==> src/afe_serial_pkg.sv <==
package afe_serial_pkg;

  // serial word geometry
  localparam int WORD_W    = 16;          // every link word is this wide
  localparam int CNT_W     = 4;           // bit counter width for one word
  localparam int NUM_REGS  = 8;           // control registers a .. h
  localparam int REG_W     = 8;           // width of one control register
  localparam int IDX_W     = 3;           // control register index width
  localparam int CADDR_W   = 3;           // device address field width

  // control word layout (flag, address, direction, register, data)
  localparam int CW_FLAG_BIT = 15;
  localparam int CW_ADDR_MSB = 14;
  localparam int CW_ADDR_LSB = 12;
  localparam int CW_RW_BIT   = 11;
  localparam int CW_REG_MSB  = 10;
  localparam int CW_REG_LSB  = 8;
  localparam int CW_DAT_MSB  = 7;

  // control register indices and field positions
  localparam logic [IDX_W-1:0] IDX_CRA = 3'h0;
  localparam logic [IDX_W-1:0] IDX_CRB = 3'h1;
  localparam int CRA_PGM_BIT = 0;         // program_data_select
  localparam int CRA_MM_BIT  = 1;         // mixed_mode_bit
  localparam int CRA_RST_BIT = 7;         // software reset
  localparam int CRB_DR_LSB  = 0;         // sample rate field, 2 bits
  localparam int CRB_SCD_LSB = 2;         // bit clock divider field, 2 bits
  localparam logic [REG_W-1:0] REG_RESET = 8'h00;

  // timing counts, in divided_master_clock cycles except the divider, which is in system clocks
  localparam int DIVIDED_MASTER_CLOCK_DIV_DEF          = 4;     // system clocks per divided_master_clock cycle
  localparam logic [2:0]  RESET_DIVIDED_MASTER_CLOCK   = 3'h4;  // reset length
  localparam logic [11:0] SAMPLE_BASE   = 12'h800; // 2048 divided_master_clock per sample
  localparam logic [2:0]  SCLK_BASE_HALF = 3'h4; // half bit clock, slowest rate

  // wishbone byte offsets
  localparam logic [7:0] WB_CTRL_BASE = 8'h00;   // a .. h, one word each
  localparam logic [7:0] WB_CTRL_LAST = 8'h1C;
  localparam logic [7:0] WB_STATUS    = 8'h20;
  localparam logic [7:0] WB_SAMPLE    = 8'h24;

  typedef enum logic [1:0] {
    MODE_PROGRAM = 2'b00,
    MODE_DATA    = 2'b01,
    MODE_MIXED   = 2'b10
  } mode_t;

  typedef enum logic [1:0] {
    TX_IDLE  = 2'b00,
    TX_SYNC  = 2'b01,
    TX_SHIFT = 2'b10
  } tx_state_t;

endpackage : afe_serial_pkg

==> src/tick_divider.sv <==
`timescale 1ns/1ps
`default_nettype none
module tick_divider #(
  parameter int DIV = 4                   // clocks per tick, at least 2
) (
  input  wire logic clk_i,                // system clock
  input  wire logic rst_i,                // synchronous reset, active high
  output logic      tick_o                // one-cycle pulse every DIV clocks
);

  localparam int CW = $clog2(DIV);
  localparam logic [CW-1:0] LAST = CW'(DIV - 1);

  logic [CW-1:0] cnt_ff;                  // free running phase

  // wraps at LAST and flags the wrap
  always_ff @(posedge clk_i) begin
    if (rst_i) begin
      cnt_ff <= '0;
      tick_o <= 1'b0;
    end else begin
      tick_o <= (cnt_ff == LAST);
      cnt_ff <= (cnt_ff == LAST) ? '0 : cnt_ff + 1'b1;
    end
  end

endmodule : tick_divider
`default_nettype wire

==> src/word_receiver.sv <==
`timescale 1ns/1ps
`default_nettype none
module word_receiver
  import afe_serial_pkg::*;
(
  input  wire logic              clk_i,      // system clock
  input  wire logic              rst_i,      // synchronous reset
  input  wire logic              sample_i,   // bit clock sampling event
  input  wire logic              fs_i,       // synchronised input frame sync
  input  wire logic              bit_i,      // synchronised serial data
  output logic [WORD_W-1:0]      word_o,     // last complete word
  output logic                   valid_o     // one-cycle pulse per word
);

  logic [WORD_W-1:0] shift_ff;            // assembly register
  logic [CNT_W-1:0]  cnt_ff;              // bits taken so far
  logic              active_ff;           // inside a word

  // frame sync arms, then sixteen bits msb first
  always_ff @(posedge clk_i) begin
    if (rst_i) begin
      shift_ff  <= '0;
      cnt_ff    <= '0;
      active_ff <= 1'b0;
      word_o    <= '0;
      valid_o   <= 1'b0;
    end else begin
      valid_o <= 1'b0;
      if (sample_i) begin
        if (active_ff) begin
          shift_ff <= {shift_ff[WORD_W-2:0], bit_i};
          cnt_ff   <= cnt_ff + 1'b1;
          if (cnt_ff == CNT_W'(WORD_W - 1)) begin
            word_o    <= {shift_ff[WORD_W-2:0], bit_i};
            valid_o   <= 1'b1;
            // sync during the last bit chains the next word
            active_ff <= fs_i;
            cnt_ff    <= '0;
          end
        end else if (fs_i) begin
          active_ff <= 1'b1;
          cnt_ff    <= '0;
        end
      end
    end
  end

endmodule : word_receiver
`default_nettype wire

==> src/afe_serial_mode_control.sv <==
`timescale 1ns/1ps
`default_nettype none
// Overview of operation
// - config changes only in program or mixed mode
// - all link words are sixteen bits
// - program mode words are control words
// - address zero write word writes own register; a read word is ignored
// - nonzero address decremented and forwarded out
// - enabled port pulses output frame sync per sample
// - default sample rate 2048 divided_master_clock until programmed
// - program mode output words carry the sample word unchanged
// - select one, mixed zero enters data mode
// - data mode discards every input word
// - data mode locks registers until hardware reset
// - mixed mode msb flags fifteen control bits
// - both bits one enters mixed mode
// - mixed mode sample words have msb zero
// - frame sync high one bit before word
// - device drives the serial bit clock
// - any reset returns to program mode
// - both resets clear registers, four divided_master_clock cycles
module afe_serial_mode_control
  import afe_serial_pkg::*;
#(
  parameter int DIVIDED_MASTER_CLOCK_DIV = DIVIDED_MASTER_CLOCK_DIV_DEF     // system clocks per divided_master_clock cycle
) (
  input  wire logic        SYS_CLK_I,         // 200 MHz system clock
  input  wire logic        SYS_RST_I,         // synchronous reset, active high
  input  wire logic        FE_RESET_N_I,      // front_end_reset_pin, active low
  input  wire logic        SERIAL_PORT_ENABLE_I, // serial_port_enable_pin
  input  wire logic        SERIAL_DATA_IN_I,  // serial_data_in
  input  wire logic        SERIAL_IN_FS_I,    // serial_in_frame_sync
  output logic             SERIAL_CLK_O,      // bit clock toward the host
  output logic             SERIAL_DATA_OUT_O, // serial_data_out
  output logic             SERIAL_OUT_FS_O,   // serial_out_frame_sync
  input  wire logic        WB_CYC_I,          // wishbone cycle
  input  wire logic        WB_STB_I,          // wishbone strobe
  input  wire logic        WB_WE_I,           // wishbone write enable
  input  wire logic [7:0]  WB_ADR_I,          // wishbone byte address
  input  wire logic [3:0]  WB_SEL_I,          // wishbone byte lanes
  input  wire logic [31:0] WB_DAT_I,          // wishbone write data
  output logic [31:0]      WB_DAT_O,          // wishbone read data
  output logic             WB_ACK_O           // wishbone acknowledge
);

  // mode decode from control register a
  function automatic mode_t mode_of(input logic [REG_W-1:0] control_register_a);
    if (!control_register_a[CRA_PGM_BIT])     return MODE_PROGRAM;
    else if (control_register_a[CRA_MM_BIT])  return MODE_MIXED;
    else                       return MODE_DATA;
  endfunction : mode_of

  // half bit clock in divided_master_clock cycles, never below one
  function automatic logic [2:0] half_of(input logic [1:0] scd);
    logic [2:0] h;
    h = SCLK_BASE_HALF >> scd;
    return (h == 3'h0) ? 3'h1 : h;
  endfunction : half_of

  // pin synchronisers -----------------------------------------------
  logic [3:0] meta_ff;                        // first stage, read by sync_ff only
  logic [3:0] sync_ff;                        // second stage
  logic       fe_rst_n_s;                     // synchronised reset pin
  logic       port_en_s;                      // synchronised enable pin
  logic       sdi_s;                          // synchronised data in
  logic       serial_in_frame_sync_s;                        // synchronised frame sync in

  // all four pins come from the far side, two flops each
  always_ff @(posedge SYS_CLK_I) begin
    if (SYS_RST_I) begin
      meta_ff <= 4'h0;
      sync_ff <= 4'h0;
    end else begin
      meta_ff <= {SERIAL_IN_FS_I, SERIAL_DATA_IN_I, SERIAL_PORT_ENABLE_I, FE_RESET_N_I};
      sync_ff <= meta_ff;
    end
  end
  assign fe_rst_n_s = sync_ff[0];
  assign port_en_s  = sync_ff[1];
  assign sdi_s      = sync_ff[2];
  assign serial_in_frame_sync_s    = sync_ff[3];

  // divided master clock --------------------------------------------
  logic divided_master_clock_tick;                           // one pulse per divided_master_clock cycle

  tick_divider #(
    .DIV    (DIVIDED_MASTER_CLOCK_DIV)
  ) u_divided_master_clock (
    .clk_i  (SYS_CLK_I),
    .rst_i  (SYS_RST_I),
    .tick_o (divided_master_clock_tick)
  );

  // register file and reset sequencing ------------------------------
  logic [NUM_REGS-1:0][REG_W-1:0] regs_ff;    // control registers a .. h
  logic [2:0]  rst_cnt_ff;                    // divided_master_clock cycles of reset left
  logic        soft_rst_req;                  // software reset bit written
  logic        rst_req;                       // any front end reset request
  logic        afe_in_reset;                  // front end held in reset
  logic        reg_we;                        // accepted register write
  logic [IDX_W-1:0] reg_idx;                  // register addressed by word
  logic [REG_W-1:0] reg_data;                 // data carried by word
  mode_t       mode;                          // current operating mode

  assign mode         = mode_of(regs_ff[IDX_CRA]);
  assign rst_req      = !fe_rst_n_s || soft_rst_req;
  assign afe_in_reset = (rst_cnt_ff != 3'h0);

  // a held pin keeps reloading, so the length counts from release
  always_ff @(posedge SYS_CLK_I) begin
    if (SYS_RST_I)
      rst_cnt_ff <= RESET_DIVIDED_MASTER_CLOCK;
    else if (rst_req)
      rst_cnt_ff <= RESET_DIVIDED_MASTER_CLOCK;
    else if (afe_in_reset && divided_master_clock_tick)
      rst_cnt_ff <= rst_cnt_ff - 3'h1;
  end

  // registers clear throughout reset, otherwise take accepted writes
  always_ff @(posedge SYS_CLK_I) begin
    if (SYS_RST_I || afe_in_reset) begin
      regs_ff <= {NUM_REGS{REG_RESET}};
    end else if (reg_we) begin
      regs_ff[reg_idx] <= reg_data;
    end
  end

  // serial bit clock ------------------------------------------------
  logic [2:0] phase_ff;                       // divided_master_clock cycles into half period
  logic [2:0] half_len;                       // selected half period
  logic       toggle;                         // bit clock edge this cycle
  logic       rise_ev;                        // bit clock about to rise
  logic       fall_ev;                        // bit clock about to fall
  logic       link_on;                        // port enabled and out of reset

  assign link_on  = port_en_s && !afe_in_reset;
  assign half_len = half_of(regs_ff[IDX_CRB][CRB_SCD_LSB +: 2]);
  assign toggle   = link_on && divided_master_clock_tick && (phase_ff >= half_len - 3'h1);
  assign rise_ev  = toggle && !SERIAL_CLK_O;
  assign fall_ev  = toggle && SERIAL_CLK_O;

  // the device makes the bit clock; it parks low while disabled
  always_ff @(posedge SYS_CLK_I) begin
    if (SYS_RST_I || !link_on) begin
      phase_ff     <= 3'h0;
      SERIAL_CLK_O <= 1'b0;
    end else if (toggle) begin
      phase_ff     <= 3'h0;
      SERIAL_CLK_O <= !SERIAL_CLK_O;
    end else if (divided_master_clock_tick) begin
      phase_ff     <= phase_ff + 3'h1;
    end
  end

  // sample timer ----------------------------------------------------
  logic [11:0] smp_cnt_ff;                    // divided_master_clock cycles into the sample
  logic [11:0] smp_last;                      // last count of a sample period
  logic        sample_ev;                     // one output sample event

  // cleared rate field gives the slow 2048 default after reset
  assign smp_last  = (SAMPLE_BASE >> regs_ff[IDX_CRB][CRB_DR_LSB +: 2]) - 12'h001;
  assign sample_ev = link_on && divided_master_clock_tick && (smp_cnt_ff >= smp_last);

  always_ff @(posedge SYS_CLK_I) begin
    if (SYS_RST_I || !link_on)
      smp_cnt_ff <= 12'h000;
    else if (sample_ev)
      smp_cnt_ff <= 12'h000;
    else if (divided_master_clock_tick)
      smp_cnt_ff <= smp_cnt_ff + 12'h001;
  end

  // receive path ----------------------------------------------------
  logic [WORD_W-1:0] rx_word;                 // assembled input word
  logic              rx_valid;                // word complete pulse

  // input sampled on the falling bit clock, msb first
  word_receiver u_rx (
    .clk_i    (SYS_CLK_I),
    .rst_i    (SYS_RST_I || afe_in_reset),
    .sample_i (fall_ev),
    .fs_i     (serial_in_frame_sync_s),
    .bit_i    (sdi_s),
    .word_o   (rx_word),
    .valid_o  (rx_valid)
  );

  // word interpretation ---------------------------------------------
  logic             is_ctrl;                  // word carries control info
  logic [CADDR_W-1:0] rx_addr;                // device address field
  logic             fwd_gen;                  // word must travel onward
  logic             fwd_pend_ff;              // forwarded word waiting to go
  logic [WORD_W-1:0] fwd_word_ff;             // modified word to send on

  // data mode drops everything; mixed mode needs the flag bit
  assign is_ctrl  = rx_valid && ((mode == MODE_PROGRAM) ||
                    ((mode == MODE_MIXED) && rx_word[CW_FLAG_BIT]));
  assign rx_addr  = rx_word[CW_ADDR_MSB:CW_ADDR_LSB];
  assign reg_we   = is_ctrl && (rx_addr == 3'h0) && !rx_word[CW_RW_BIT];
  assign reg_idx  = rx_word[CW_REG_MSB:CW_REG_LSB];
  assign reg_data = rx_word[CW_DAT_MSB:0];
  assign fwd_gen  = is_ctrl && (rx_addr != 3'h0);
  assign soft_rst_req = reg_we && (reg_idx == IDX_CRA) && reg_data[CRA_RST_BIT];

  // transmit path ---------------------------------------------------
  tx_state_t         tx_state_ff;             // output word sequencer
  logic [WORD_W-1:0] tx_shift_ff;             // outgoing bits
  logic [CNT_W-1:0]  tx_cnt_ff;               // bits sent so far
  logic              start_pend_ff;           // sample event not yet served
  logic              tx_start;                // a word begins this edge
  logic              tx_take_fwd;             // the word is a forwarded one
  logic [WORD_W-1:0] sample_ff;               // conversion result from software
  logic [WORD_W-1:0] out_word;                // next sample word to send

  // program mode output is don't-care data; mixed clears the msb
  assign out_word    = (mode == MODE_MIXED) ? {1'b0, sample_ff[WORD_W-2:0]}
                                            : sample_ff;
  assign tx_start    = rise_ev && (tx_state_ff == TX_IDLE) && (start_pend_ff || fwd_pend_ff);
  assign tx_take_fwd = tx_start && fwd_pend_ff;

  // new sample events win over the clear at the start of a word
  always_ff @(posedge SYS_CLK_I) begin
    if (SYS_RST_I || !link_on)
      start_pend_ff <= 1'b0;
    else if (sample_ev)
      start_pend_ff <= 1'b1;
    else if (tx_start && !tx_take_fwd)
      start_pend_ff <= 1'b0;
  end

  // forwarded words go out ahead of the next sample word
  always_ff @(posedge SYS_CLK_I) begin
    if (SYS_RST_I || afe_in_reset) begin
      fwd_pend_ff <= 1'b0;
      fwd_word_ff <= '0;
    end else if (fwd_gen) begin
      fwd_pend_ff <= 1'b1;
      fwd_word_ff <= {rx_word[CW_FLAG_BIT], rx_addr - 3'h1,
                      rx_word[CW_RW_BIT:0]};
    end else if (tx_take_fwd) begin
      fwd_pend_ff <= 1'b0;
    end
  end

  // sync bit, then sixteen data bits, all on rising bit clock
  always_ff @(posedge SYS_CLK_I) begin
    if (SYS_RST_I || !link_on) begin
      tx_state_ff       <= TX_IDLE;
      tx_shift_ff       <= '0;
      tx_cnt_ff         <= '0;
      SERIAL_OUT_FS_O   <= 1'b0;
      SERIAL_DATA_OUT_O <= 1'b0;
    end else if (rise_ev) begin
      case (tx_state_ff)
        TX_IDLE: begin
          if (tx_start) begin
            SERIAL_OUT_FS_O <= 1'b1;
            tx_shift_ff     <= tx_take_fwd ? fwd_word_ff : out_word;
            tx_state_ff     <= TX_SYNC;
          end
        end
        TX_SYNC: begin
          SERIAL_OUT_FS_O   <= 1'b0;
          SERIAL_DATA_OUT_O <= tx_shift_ff[WORD_W-1];
          tx_shift_ff       <= {tx_shift_ff[WORD_W-2:0], 1'b0};
          tx_cnt_ff         <= '0;
          tx_state_ff       <= TX_SHIFT;
        end
        TX_SHIFT: begin
          if (tx_cnt_ff == CNT_W'(WORD_W - 1)) begin
            SERIAL_DATA_OUT_O <= 1'b0;
            tx_state_ff       <= TX_IDLE;
          end else begin
            SERIAL_DATA_OUT_O <= tx_shift_ff[WORD_W-1];
            tx_shift_ff       <= {tx_shift_ff[WORD_W-2:0], 1'b0};
            tx_cnt_ff         <= tx_cnt_ff + 1'b1;
          end
        end
        default: tx_state_ff <= TX_IDLE;
      endcase
    end
  end

  // wishbone slave --------------------------------------------------
  logic        wb_req;                        // new request this cycle
  logic [31:0] rd_data;                       // decoded read value

  assign wb_req = WB_CYC_I && WB_STB_I && !WB_ACK_O;

  // read decode; unmapped offsets read zero but still acknowledge
  always_comb begin
    rd_data = 32'h0000_0000;
    if (WB_ADR_I <= WB_CTRL_LAST && WB_ADR_I[1:0] == 2'h0) begin
      rd_data = {24'h00_0000, regs_ff[WB_ADR_I[4:2]]};
    end else if (WB_ADR_I == WB_STATUS) begin
      rd_data = {26'h000_0000, fwd_pend_ff, afe_in_reset,
                 (tx_state_ff != TX_IDLE), port_en_s, mode};
    end else if (WB_ADR_I == WB_SAMPLE) begin
      rd_data = {16'h0000, sample_ff};
    end
  end

  // one wait state, ack drops the cycle after it was given
  always_ff @(posedge SYS_CLK_I) begin
    if (SYS_RST_I) begin
      WB_ACK_O <= 1'b0;
      WB_DAT_O <= 32'h0000_0000;
    end else begin
      WB_ACK_O <= wb_req;
      if (wb_req && !WB_WE_I)
        WB_DAT_O <= rd_data;
    end
  end

  // software supplies the conversion word; control regs are serial-only
  // the write lands at the edge where the master sees ack, so a held request counts once
  always_ff @(posedge SYS_CLK_I) begin
    if (SYS_RST_I) begin
      sample_ff <= 16'h0000;
    end else if (WB_CYC_I && WB_STB_I && WB_ACK_O && WB_WE_I && WB_ADR_I == WB_SAMPLE) begin
      if (WB_SEL_I[0])
        sample_ff[7:0] <= WB_DAT_I[7:0];
      if (WB_SEL_I[1])
        sample_ff[15:8] <= WB_DAT_I[15:8];
    end
  end

  // checks ----------------------------------------------------------
  logic [3:0] rst_ticks_ff;                   // divided_master_clock cycles seen in reset

  always_ff @(posedge SYS_CLK_I) begin
    if (SYS_RST_I || rst_req)
      rst_ticks_ff <= 4'h0;
    else if (afe_in_reset && divided_master_clock_tick && rst_ticks_ff != 4'hF)
      rst_ticks_ff <= rst_ticks_ff + 4'h1;
  end

  a_cfg_mode_gate: assert property (@(posedge SYS_CLK_I) disable iff (SYS_RST_I)
    reg_we |-> (mode != MODE_DATA))
    else $error("register write accepted in data mode");

  a_own_addr_write: assert property (@(posedge SYS_CLK_I) disable iff (SYS_RST_I)
    (reg_we && !soft_rst_req && !rst_req) |=> (regs_ff[$past(reg_idx)] == $past(reg_data)))
    else $error("own control word not stored");

  a_fwd_decrement: assert property (@(posedge SYS_CLK_I) disable iff (SYS_RST_I)
    (fwd_gen && !afe_in_reset) |=>
      (fwd_pend_ff && fwd_word_ff[CW_ADDR_MSB:CW_ADDR_LSB] == $past(rx_addr) - 3'h1))
    else $error("forwarded address not decremented");

  a_data_discard: assert property (@(posedge SYS_CLK_I) disable iff (SYS_RST_I)
    (rx_valid && mode == MODE_DATA) |-> (!reg_we && !fwd_gen && !soft_rst_req))
    else $error("input word acted on in data mode");

  a_data_lock: assert property (@(posedge SYS_CLK_I) disable iff (SYS_RST_I)
    (mode == MODE_DATA && fe_rst_n_s) |=> ($stable(regs_ff) || afe_in_reset))
    else $error("registers changed in data mode");

  a_mixed_msb_zero: assert property (@(posedge SYS_CLK_I) disable iff (SYS_RST_I)
    (tx_start && !tx_take_fwd && mode == MODE_MIXED) |=> !tx_shift_ff[WORD_W-1])
    else $error("mixed mode sample word msb set");

  a_fs_one_bit: assert property (@(posedge SYS_CLK_I) disable iff (SYS_RST_I)
    $fell(SERIAL_OUT_FS_O) && link_on |-> ($past(rise_ev) && tx_state_ff == TX_SHIFT))
    else $error("frame sync not one bit clock long");

  a_reset_program: assert property (@(posedge SYS_CLK_I) disable iff (SYS_RST_I)
    afe_in_reset |=> (mode == MODE_PROGRAM))
    else $error("reset did not return to program mode");

  a_reset_length: assert property (@(posedge SYS_CLK_I) disable iff (SYS_RST_I)
    $fell(afe_in_reset) |-> (rst_ticks_ff == 4'h4 && regs_ff == '0))
    else $error("front end reset not four divided_master_clock cycles");

endmodule : afe_serial_mode_control
`default_nettype wire

==> config.mk <==
export PLATFORM = sky130hd
export DESIGN_NAME = afe_serial_mode_control
export DESIGN_NICKNAME = d
export VERILOG_FILES = /design/src/afe_serial_pkg.sv /design/src/tick_divider.sv /design/src/word_receiver.sv /design/src/afe_serial_mode_control.sv
export SDC_FILE = /design/constraint.sdc
export NUM_CORES = 1
export LEC_CHECK = 0
export BUFFER_PORTS_ARGS = -buffer_cell sky130_fd_sc_hd__buf_4
export CAP_MARGIN = 25
export CORE_UTILIZATION = 45
export CTS_CLUSTER_DIAMETER = 150
export DETAILED_ROUTE_END_ITERATION = 6
export PLACE_DENSITY = 0.66
export SLEW_MARGIN = 20
export SYNTH_ARGS = -nofsm -noshare
export SYNTH_HDL_FRONTEND = slang
export SYNTH_SLANG_ARGS = --single-unit
==> constraint.sdc <==
create_clock -name SYS_CLK_I -period 5.9 [get_ports SYS_CLK_I]
set_input_delay 1.18 -clock SYS_CLK_I [delete_from_list [all_inputs] [get_ports SYS_CLK_I]]
set_output_delay 1.18 -clock SYS_CLK_I [all_outputs]
set_load 0.005 [all_outputs]
==> results of run 1 <==
==> synth_stat cells (3+ instances only) <==
master     count
nor2b_1       16
o21ai_1       23
buf_2         22
nand3_1       77
and3_1         8
dfxtp_1      206
o22ai_1        4
buf_1          5
xor2_1         8
or3_1          6
buf_4         21
nand4_1        8
nand2b_1      18
o21a_1         3
a2bb2oi_1      4
and2_1         4
a31oi_1        3
nand2_2        3
clkbuf_1      28
inv_1         11
a32o_1        16
a22oi_1       12
nor2_1       121
ha_1          19
o21ai_0       17
o21ai_2       18
nor3b_1        5
nor3_1        13
a311oi_1       3
mux2i_1       67
xnor2_1        8
mux2_2         3
nand2_1       73
buf_6          7
mux4_2        16
or2_2          3
nand3_2        4
a21oi_1       47
==> path summary, 6_finish.rpt <==
check,from,to,cells past startpoint
setup / recovery,rst_cnt_ff[0],regs_ff[39],7
hold / removal,u_divided_master_clock.cnt_ff[0],u_divided_master_clock.cnt_ff[0],1
setup reg to reg,rst_cnt_ff[0],regs_ff[39],7
hold reg to reg,u_divided_master_clock.cnt_ff[0],u_divided_master_clock.cnt_ff[0],1
==> through the flow <==
stage	setup slack (ns)	instance area, um2	power (W)	hold slack, ns
after floorplan	3.42	9170	0.00147	0.407
after global placement	2.74	9450	0.00149	0.418
after detailed placement	2.72	9470	0.00149	0.422
after CTS	3.09	10300	0.00305	0.439
after global routing	2.97	10300	0.00311	0.465
final	3.22	10300	0.00302	0.436
==> placed cells by master (no fill, tap or decap), types with 3 or more instances in the layout <==
cell | netlist | routed
nand2_1 | 73 | 73
nor2_1 | 121 | 121
o22ai_1 | 4 | 4
or3_1 | 6 | 6
clkinv_2 | 0 | 4
ha_1 | 19 | 19
o21a_1 | 3 | 3
a21oi_1 | 47 | 47
a311oi_1 | 3 | 3
nand3_1 | 77 | 77
nor3_1 | 13 | 13
a22oi_1 | 12 | 12
nor2b_1 | 16 | 15
o21ai_0 | 17 | 17
o21ai_2 | 18 | 18
xor2_1 | 8 | 8
bufinv_16 | 0 | 5
nand2_2 | 3 | 3
nand2b_1 | 18 | 17
o21ai_1 | 23 | 23
and2_1 | 4 | 3
nand3_2 | 4 | 4
clkbuf_16 | 0 | 23
clkbuf_8 | 0 | 5
mux2_2 | 3 | 3
or2_2 | 3 | 3
mux4_2 | 16 | 16
inv_1 | 11 | 11
a2bb2oi_1 | 4 | 4
and3_1 | 8 | 8
xnor2_1 | 8 | 8
a31oi_1 | 3 | 3
buf_4 | 21 | 58
conb_1 | 2 | 18
a32o_1 | 16 | 16
nor3b_1 | 5 | 5
dfxtp_1 | 206 | 206
nand4_1 | 8 | 8
mux2i_1 | 67 | 67
==> routing by layer <==
| layer | track usage, % | vias to the layer above | routed length (um) |
|---|---|---|---|
| li1 | - | 3413 | - |
| met1 | 27.1 | 3186 | 9470 |
| met2 | 32.0 | 116 | 9210 |
| met3 | 2.62 | 27 | 855 |
| met4 | 6.59 | 0 | 462 |
| met5 | 0 | - | 0 |
==> critical path, cell delays in order (launching register included) <==
cell and delay, ns:
dfxtp_1 0.33, inv_1 0.09, ha_1 0.16, nor2b_2 0.38, nor2b_4 0.92, buf_4 0.34, nand2_1 0.19, o21ai_0 0.21
==> flip-flops by register name, summed over array words and instances, names as in the netlist, 3 cells and up <==
| register | count |
|---|---|
| WB_DAT_O | 16 |
| fwd_word_ff | 16 |
| meta_ff | 4 |
| phase_ff | 3 |
| regs_ff | 64 |
| rst_cnt_ff | 3 |
| sample_ff | 16 |
| smp_cnt_ff | 12 |
| sync_ff | 4 |
| tx_cnt_ff | 4 |
| tx_shift_ff | 16 |
| u_rx.cnt_ff | 4 |
| u_rx.shift_ff | 15 |
| u_rx.word_o | 16 |
==> kinds of logic (layout without fill, tap and decap cells) <==
logic type / after synthesis / count (layout) / synth area share, %
muxes: 86 / 86 / 11.7
DFF: 206 / 206 / 45.3
buffers and inverters: 96 / 110 / 5.84
xor gates and xnor gates: 16 / 16 / 1.54
other: 2 / 18 / 0.0825
and+or+nand+nor: 383 / 383 / 21.0
adders and majority gates: 19 / 19 / 2.61
AOI/OAI and AO/OA: 164 / 164 / 12.0
==> power by group through the flow <==
stage | combinational (W) | sequential, W | clock, W
2_1_floorplan | 0.0000402 | 0.00143 | 0
3_3_place_gp | 0.0000571 | 0.00143 | 0
3_5_place_dp | 0.0000576 | 0.00143 | 0
4_1_cts | 0.0000579 | 0.00140 | 0.00159
5_1_grt | 0.0000641 | 0.00140 | 0.00164
6_report | 0.0000577 | 0.00140 | 0.00156
==> final cells by class <==
cell class,count,area (um2)
timing repair buffer,59,450
tap,265,332
multi-input combinational,686,4520
sequential,206,4120
inverter,11,41.3
clock inverter,10,179
clock buffer,30,652
fill,1811,9350
==> summary.txt, run 1 <==
Run status
  • Status: complete, no violations

Placed design
  • GPL Wtd Cong: 0.796
  • IO buf count: 54
  • Final HPWL DP: around 13000 um
  • Placed cell count: about 1.2k

Worst setup path
  • CP endpoint kind: flop
  • Setup slack, reg-to-reg: between 3 and 4 ns
  • Critical-path maximum fanout: 44
  • WP data arrival: 3.11 ns
  • Critical path class: flop to flop
  • Worst Path Required: about 6.3 ns
  • Startpoint types: flop

Power
  • Switching Share: 19.9%
  • Comb pwr share: 1.9%
  • Clk network pwr share: 51.7%
  • Cell Pwr Density: roughly 300 mW/mm2
  • Net load switching power: 0.000602 W
  • VDD IR max: 0.000137 V
  • Reg power frac: approximately 46%
  • Leakage: around 3.7 nW
  • Internal: approximately 0.0024 W

Logic synthesis
  • Synth unique cells: 72
  • Top cells by area, synth: dfxtp_1 45%, mux2i_1 7.4%, nor2_1 5.0%
  • Average size of a mapped cell: 9.37 um2
  • Primary FF master, synth: dfxtp_1
  • #FFs+latches synth: 206
  • Yosys warnings: 0
  • Most area-hungry cell type in the Yosys netlist: dfxtp_1
  • Seq/Total Area, Yosys: around 45%
  • EDFF count, synth: 0
  • Synth async-reset ratio: 0%
  • Synth top area share: a little under half
  • Synth Cell Area: around 0.009 mm2
  • Synth Instances: between 900 and 1k

Floorplanning
  • IO Pins: a little under 90
  • Row count: between 50 and 60
  • Die W: 144 um
  • Area of the core: roughly 0.02 mm2
  • Initial core utilization: between 40% and 50%
  • Die Ht: roughly 140 um
  • Die ar.: roughly 0.021 mm2

Job
  • Total of max-cap violations: 0

GRT
  • Vias in the first global route: between 6k and 7k
  • GR Overflow Total: 0
  • Largest net degree at the start of global routing: 51
  • First-pass GRT wire length: 32300 um
  • Antenna violations before repair: 0
  • Total GRT Usage: 19.7%

CTS
  • Resized Gates After CTS: 0
  • Hold buffers post-CTS: 0
  • Post-CTS Setup Inserts: 0
  • CTS tree: done
  • Sink Count: slightly above 200
  • Max Buffers Root-to-Sink: 3
  • CTS Root Cell: clkbuf_16
  • H-tree Lvls: 1
  • Clock-pin slew on the worst setup and hold paths: around 0.06 ns
  • Inserted Clock Buffers: 22
  • Skew-Pair Late Insertion Delay: 0.51 ns

Timing
  • Fmax: ~370 MHz
  • Final Max Slew Viols: 0
  • Fin crit share: 45.4%
  • Slew at the pin with the worst max-slew slack: about 1.0 ns
  • Final hold vios: 0
  • Post-route setup TNS: 0 ns
  • Setup violators final: 0
  • Fin crit period: roughly 2.7 ns
  • RSZ-0062 raised after global routing: no
  • Relative slew slack: a little under a third
  • Skew final: 0.0145 ns

Detailed routing
  • Vias: ~6.7k
  • DR vias/cell: 5.32
  • Wire per inst: 15.8 um
  • Post-route ant nets: 0
  • WL final: between 15000 and 20000 um
  • First-pass DRT Iterations: 5
  • Starting DRT DRC Count: 353
  • # DRC: 0

Cells and area
  • Layout cells sized above 1: approximately 16%
  • Nets@finish: ~1.1k
  • Final core utilization: 52.4%
  • Finished Layout Cells: 1267
  • Antenna diodes: 0
  • Area delta synth->final: 13.1%

Hold path
  • Class of the worst hold path: flop to flop
No activity file was read; power rests on OpenSTA's default activity.
==> run 2, diff against run 1 <==
--- a/config.mk
+++ b/config.mk
@@ -10,7 +10,7 @@
 export CORE_UTILIZATION = 45
 export CTS_CLUSTER_DIAMETER = 150
 export DETAILED_ROUTE_END_ITERATION = 6
-export PLACE_DENSITY = 0.66
+export PLACE_DENSITY = 0.69
 export SLEW_MARGIN = 20
 export SYNTH_ARGS = -nofsm -noshare
 export SYNTH_HDL_FRONTEND = slang
==> constraint.sdc (replaced) <==
create_clock -name SYS_CLK_I -period 2.38 [get_ports SYS_CLK_I]
set_input_delay 0.476 -clock SYS_CLK_I [delete_from_list [all_inputs] [get_ports SYS_CLK_I]]
set_output_delay 0.476 -clock SYS_CLK_I [all_outputs]
set_load 0.005 [all_outputs]
==> run 2 against run 1 <==
  * Global-route usage down 0.082 points
  * Sequential cell count is the same
  * Largest cell class unchanged
  * Via count grew 2.4%
  * Highest routed layer unchanged
  * Critical path depth grew 2
  * Clock power up 120%
  * Setup slack lost 3.0 ns
  * First-iteration DRC count is 8.2% higher
  * Total power rose by 130%
  * Largest power group is now registers
  * Sequential power is 150% higher
  * Critical endpoint is now u_rx.word_o[12]
  * Clock skew is 0.0010 ns lower
==> summary.txt, run 2 (synthesis results as in run 1) <==
Run status
  • Status: complete, no violations

Timing
  • Fin crit share: between 90% and 100%
  • Post-route setup TNS: 0 ns
  • Skew final: 0.0135 ns
  • Relative slew slack: between 50% and 60%
  • Final hold vios: 0
  • Slew at the pin with the worst max-slew slack: around 0.67 ns
  • Fmax: between 400 and 500 MHz
  • Worst hold margin: 0.187 ns
  • Final Max Slew Viols: 0
  • RSZ-0062 raised after global routing: no
  • Fin crit period: 2.17 ns
  • Setup violators final: 0

CTS
  • Post-CTS Setup Inserts: 0
  • Sink Count: around 210
  • Skew-Pair Late Insertion Delay: 0.51 ns
  • Inserted Clock Buffers: 22
  • CTS tree: done
  • Hold buffers post-CTS: 0
  • H-tree Lvls: 1
  • Clock-pin slew on the worst setup and hold paths: ~0.060 ns
  • Max Buffers Root-to-Sink: 3
  • Resized Gates After CTS: 0
  • CTS Root Cell: clkbuf_16

Cells and area
  • Most frequent cells in the layout: 206 x dfxtp_1, 121 x nor2_1, 86 x buf_4
  • Largest register FFs: 64
  • Area delta synth->final: 14.7%
  • Number of fill cells: ~1.8k
  • Biggest register: regs_ff
  • Seq. cell area: approximately 0.0041 mm2
  • Layout cells sized above 1: 17.7%
  • Footprint of the multi-input gates: between 0.004 and 0.005 mm2
  • Nets@finish: around 1.1k
  • Antenna diodes: 0
  • Commonest non-fill, non-tap cell in the layout: dfxtp_1

Detailed routing
  • Starting DRT DRC Count: around 380
  • First-pass DRT Iterations: 5
  • # DRC: 0
  • Vias: just under 7k
  • Wire per inst: roughly 16 um
  • Post-route ant nets: 0
  • DR vias/cell: 5.33
  • WL final: roughly 20000 um

GRT
  • Antenna violations before repair: 0
  • GR Overflow Total: 0
  • First-pass GRT wire length: approximately 32000 um
  • Total GRT Usage: 19.7%
  • Vias in the first global route: approximately 6.3k
  • Largest net degree at the start of global routing: 49

Floorplanning
  • Die Ht: roughly 140 um
  • Row count: 51
  • Die ar.: 0.0208 mm2
  • Initial core utilization: between 40% and 50%
  • IO Pins: ~90
  • Die W: approximately 140 um
  • Area of the core: 0.0197 mm2

Worst setup path
  • CP endpoint kind: flop
  • Critical path class: flop to flop
  • WP data arrival: between 2 and 3 ns
  • Critical-path maximum fanout: 20
  • Startpoint types: flop
  • Worst Path Required: between 2 and 3 ns

Placed design
  • IO buf count: 54
  • GPL Wtd Cong: 0.801
  • Final HPWL DP: about 14000 um

Job
  • Total of max-cap violations: 0

Power
  • Cell Pwr Density: between 600 and 700 mW/mm2
  • Leakage: 3.84 nW
  • VDD IR max: 0.000386 V

Hold path
  • Class of the worst hold path: input pin to flop
## run 2: cell count changes in the layout (fill, tap and decap cells not counted), moves of 2 or more
cell | before | now
buf_4 | 58 | 86
clkbuf_1 | 2 | 6
bufinv_16 | 5 | 1
clkbuf_8 | 5 | 7
buf_12 | 0 | 2
clkinv_2 | 4 | 1
## run 2: layer usage
layer | routed length (um) | vias to the layer above | global-route usage [%]
met2 | 9650 | 121 | 33.0
met5 | 0 | - | 0
met4 | 255 | 0 | 4.99
met1 | 9290 | 3283 | 26.3
met3 | 973 | 19 | 3.01
li1 | - | 3483 | -
## run 2: report_power, final
group | leakage (nW) | internal, W | switching, W
registers | 1.66 | 0.00346 | 0.00000762
logic | 1.82 | 0.0000751 | 0.0000752
clock network | 0.359 | 0.00209 | 0.00134
## run 2: critical path, cell delays in order, from the launching register on
cell	delay (ns)
dfxtp_1	0.33
or2_2	0.31
ha_1	0.28
nand2_1	0.08
o21ai_2	0.28
buf_4	0.19
and2_1	0.15
buf_4	0.23
nand3_1	0.12
a21oi_1	0.12
## run 2: cell type report
| type | count | share of cell area, % |
|---|---|---|
| clock buffers | 36 | 6.65 |
| clock inverters | 3 | 0.407 |
| inverters | 11 | 0.395 |
| multi-input cells | 686 | 43.4 |
| flip-flops and latches | 206 | 39.5 |
| well taps | 265 | 3.17 |
| repair buffers | 88 | 6.56 |
## run 2: path summary, 6_finish.rpt
check                                   start                               end  slack [ns]  cells past startpoint
max                               regs_ff[11]                   u_rx.word_o[12]        0.21                      9
min                      SERIAL_PORT_ENABLE_I                        meta_ff[1]        0.19                      2
max reg2reg                       regs_ff[11]                   u_rx.word_o[12]        0.21                      9
min reg2reg  u_divided_master_clock.cnt_ff[0]  u_divided_master_clock.cnt_ff[0]        0.44                      1
## run 2: stage by stage
stage	instance area, um2	power (W)	instances	setup slack, ns	utilization [%]
6_report	10500	0.00705	1295	0.210	53.2
3_5_place_dp	9700	0.00370	1256	0.101	49.4
3_3_place_gp	9700	0.00370	1256	0.104	49.4
5_1_grt	10500	0.00730	1295	0.0246	53.2
2_1_floorplan	9170	0.00365	988	0.333	-
4_1_cts	10400	0.00713	1295	0.0766	53.1
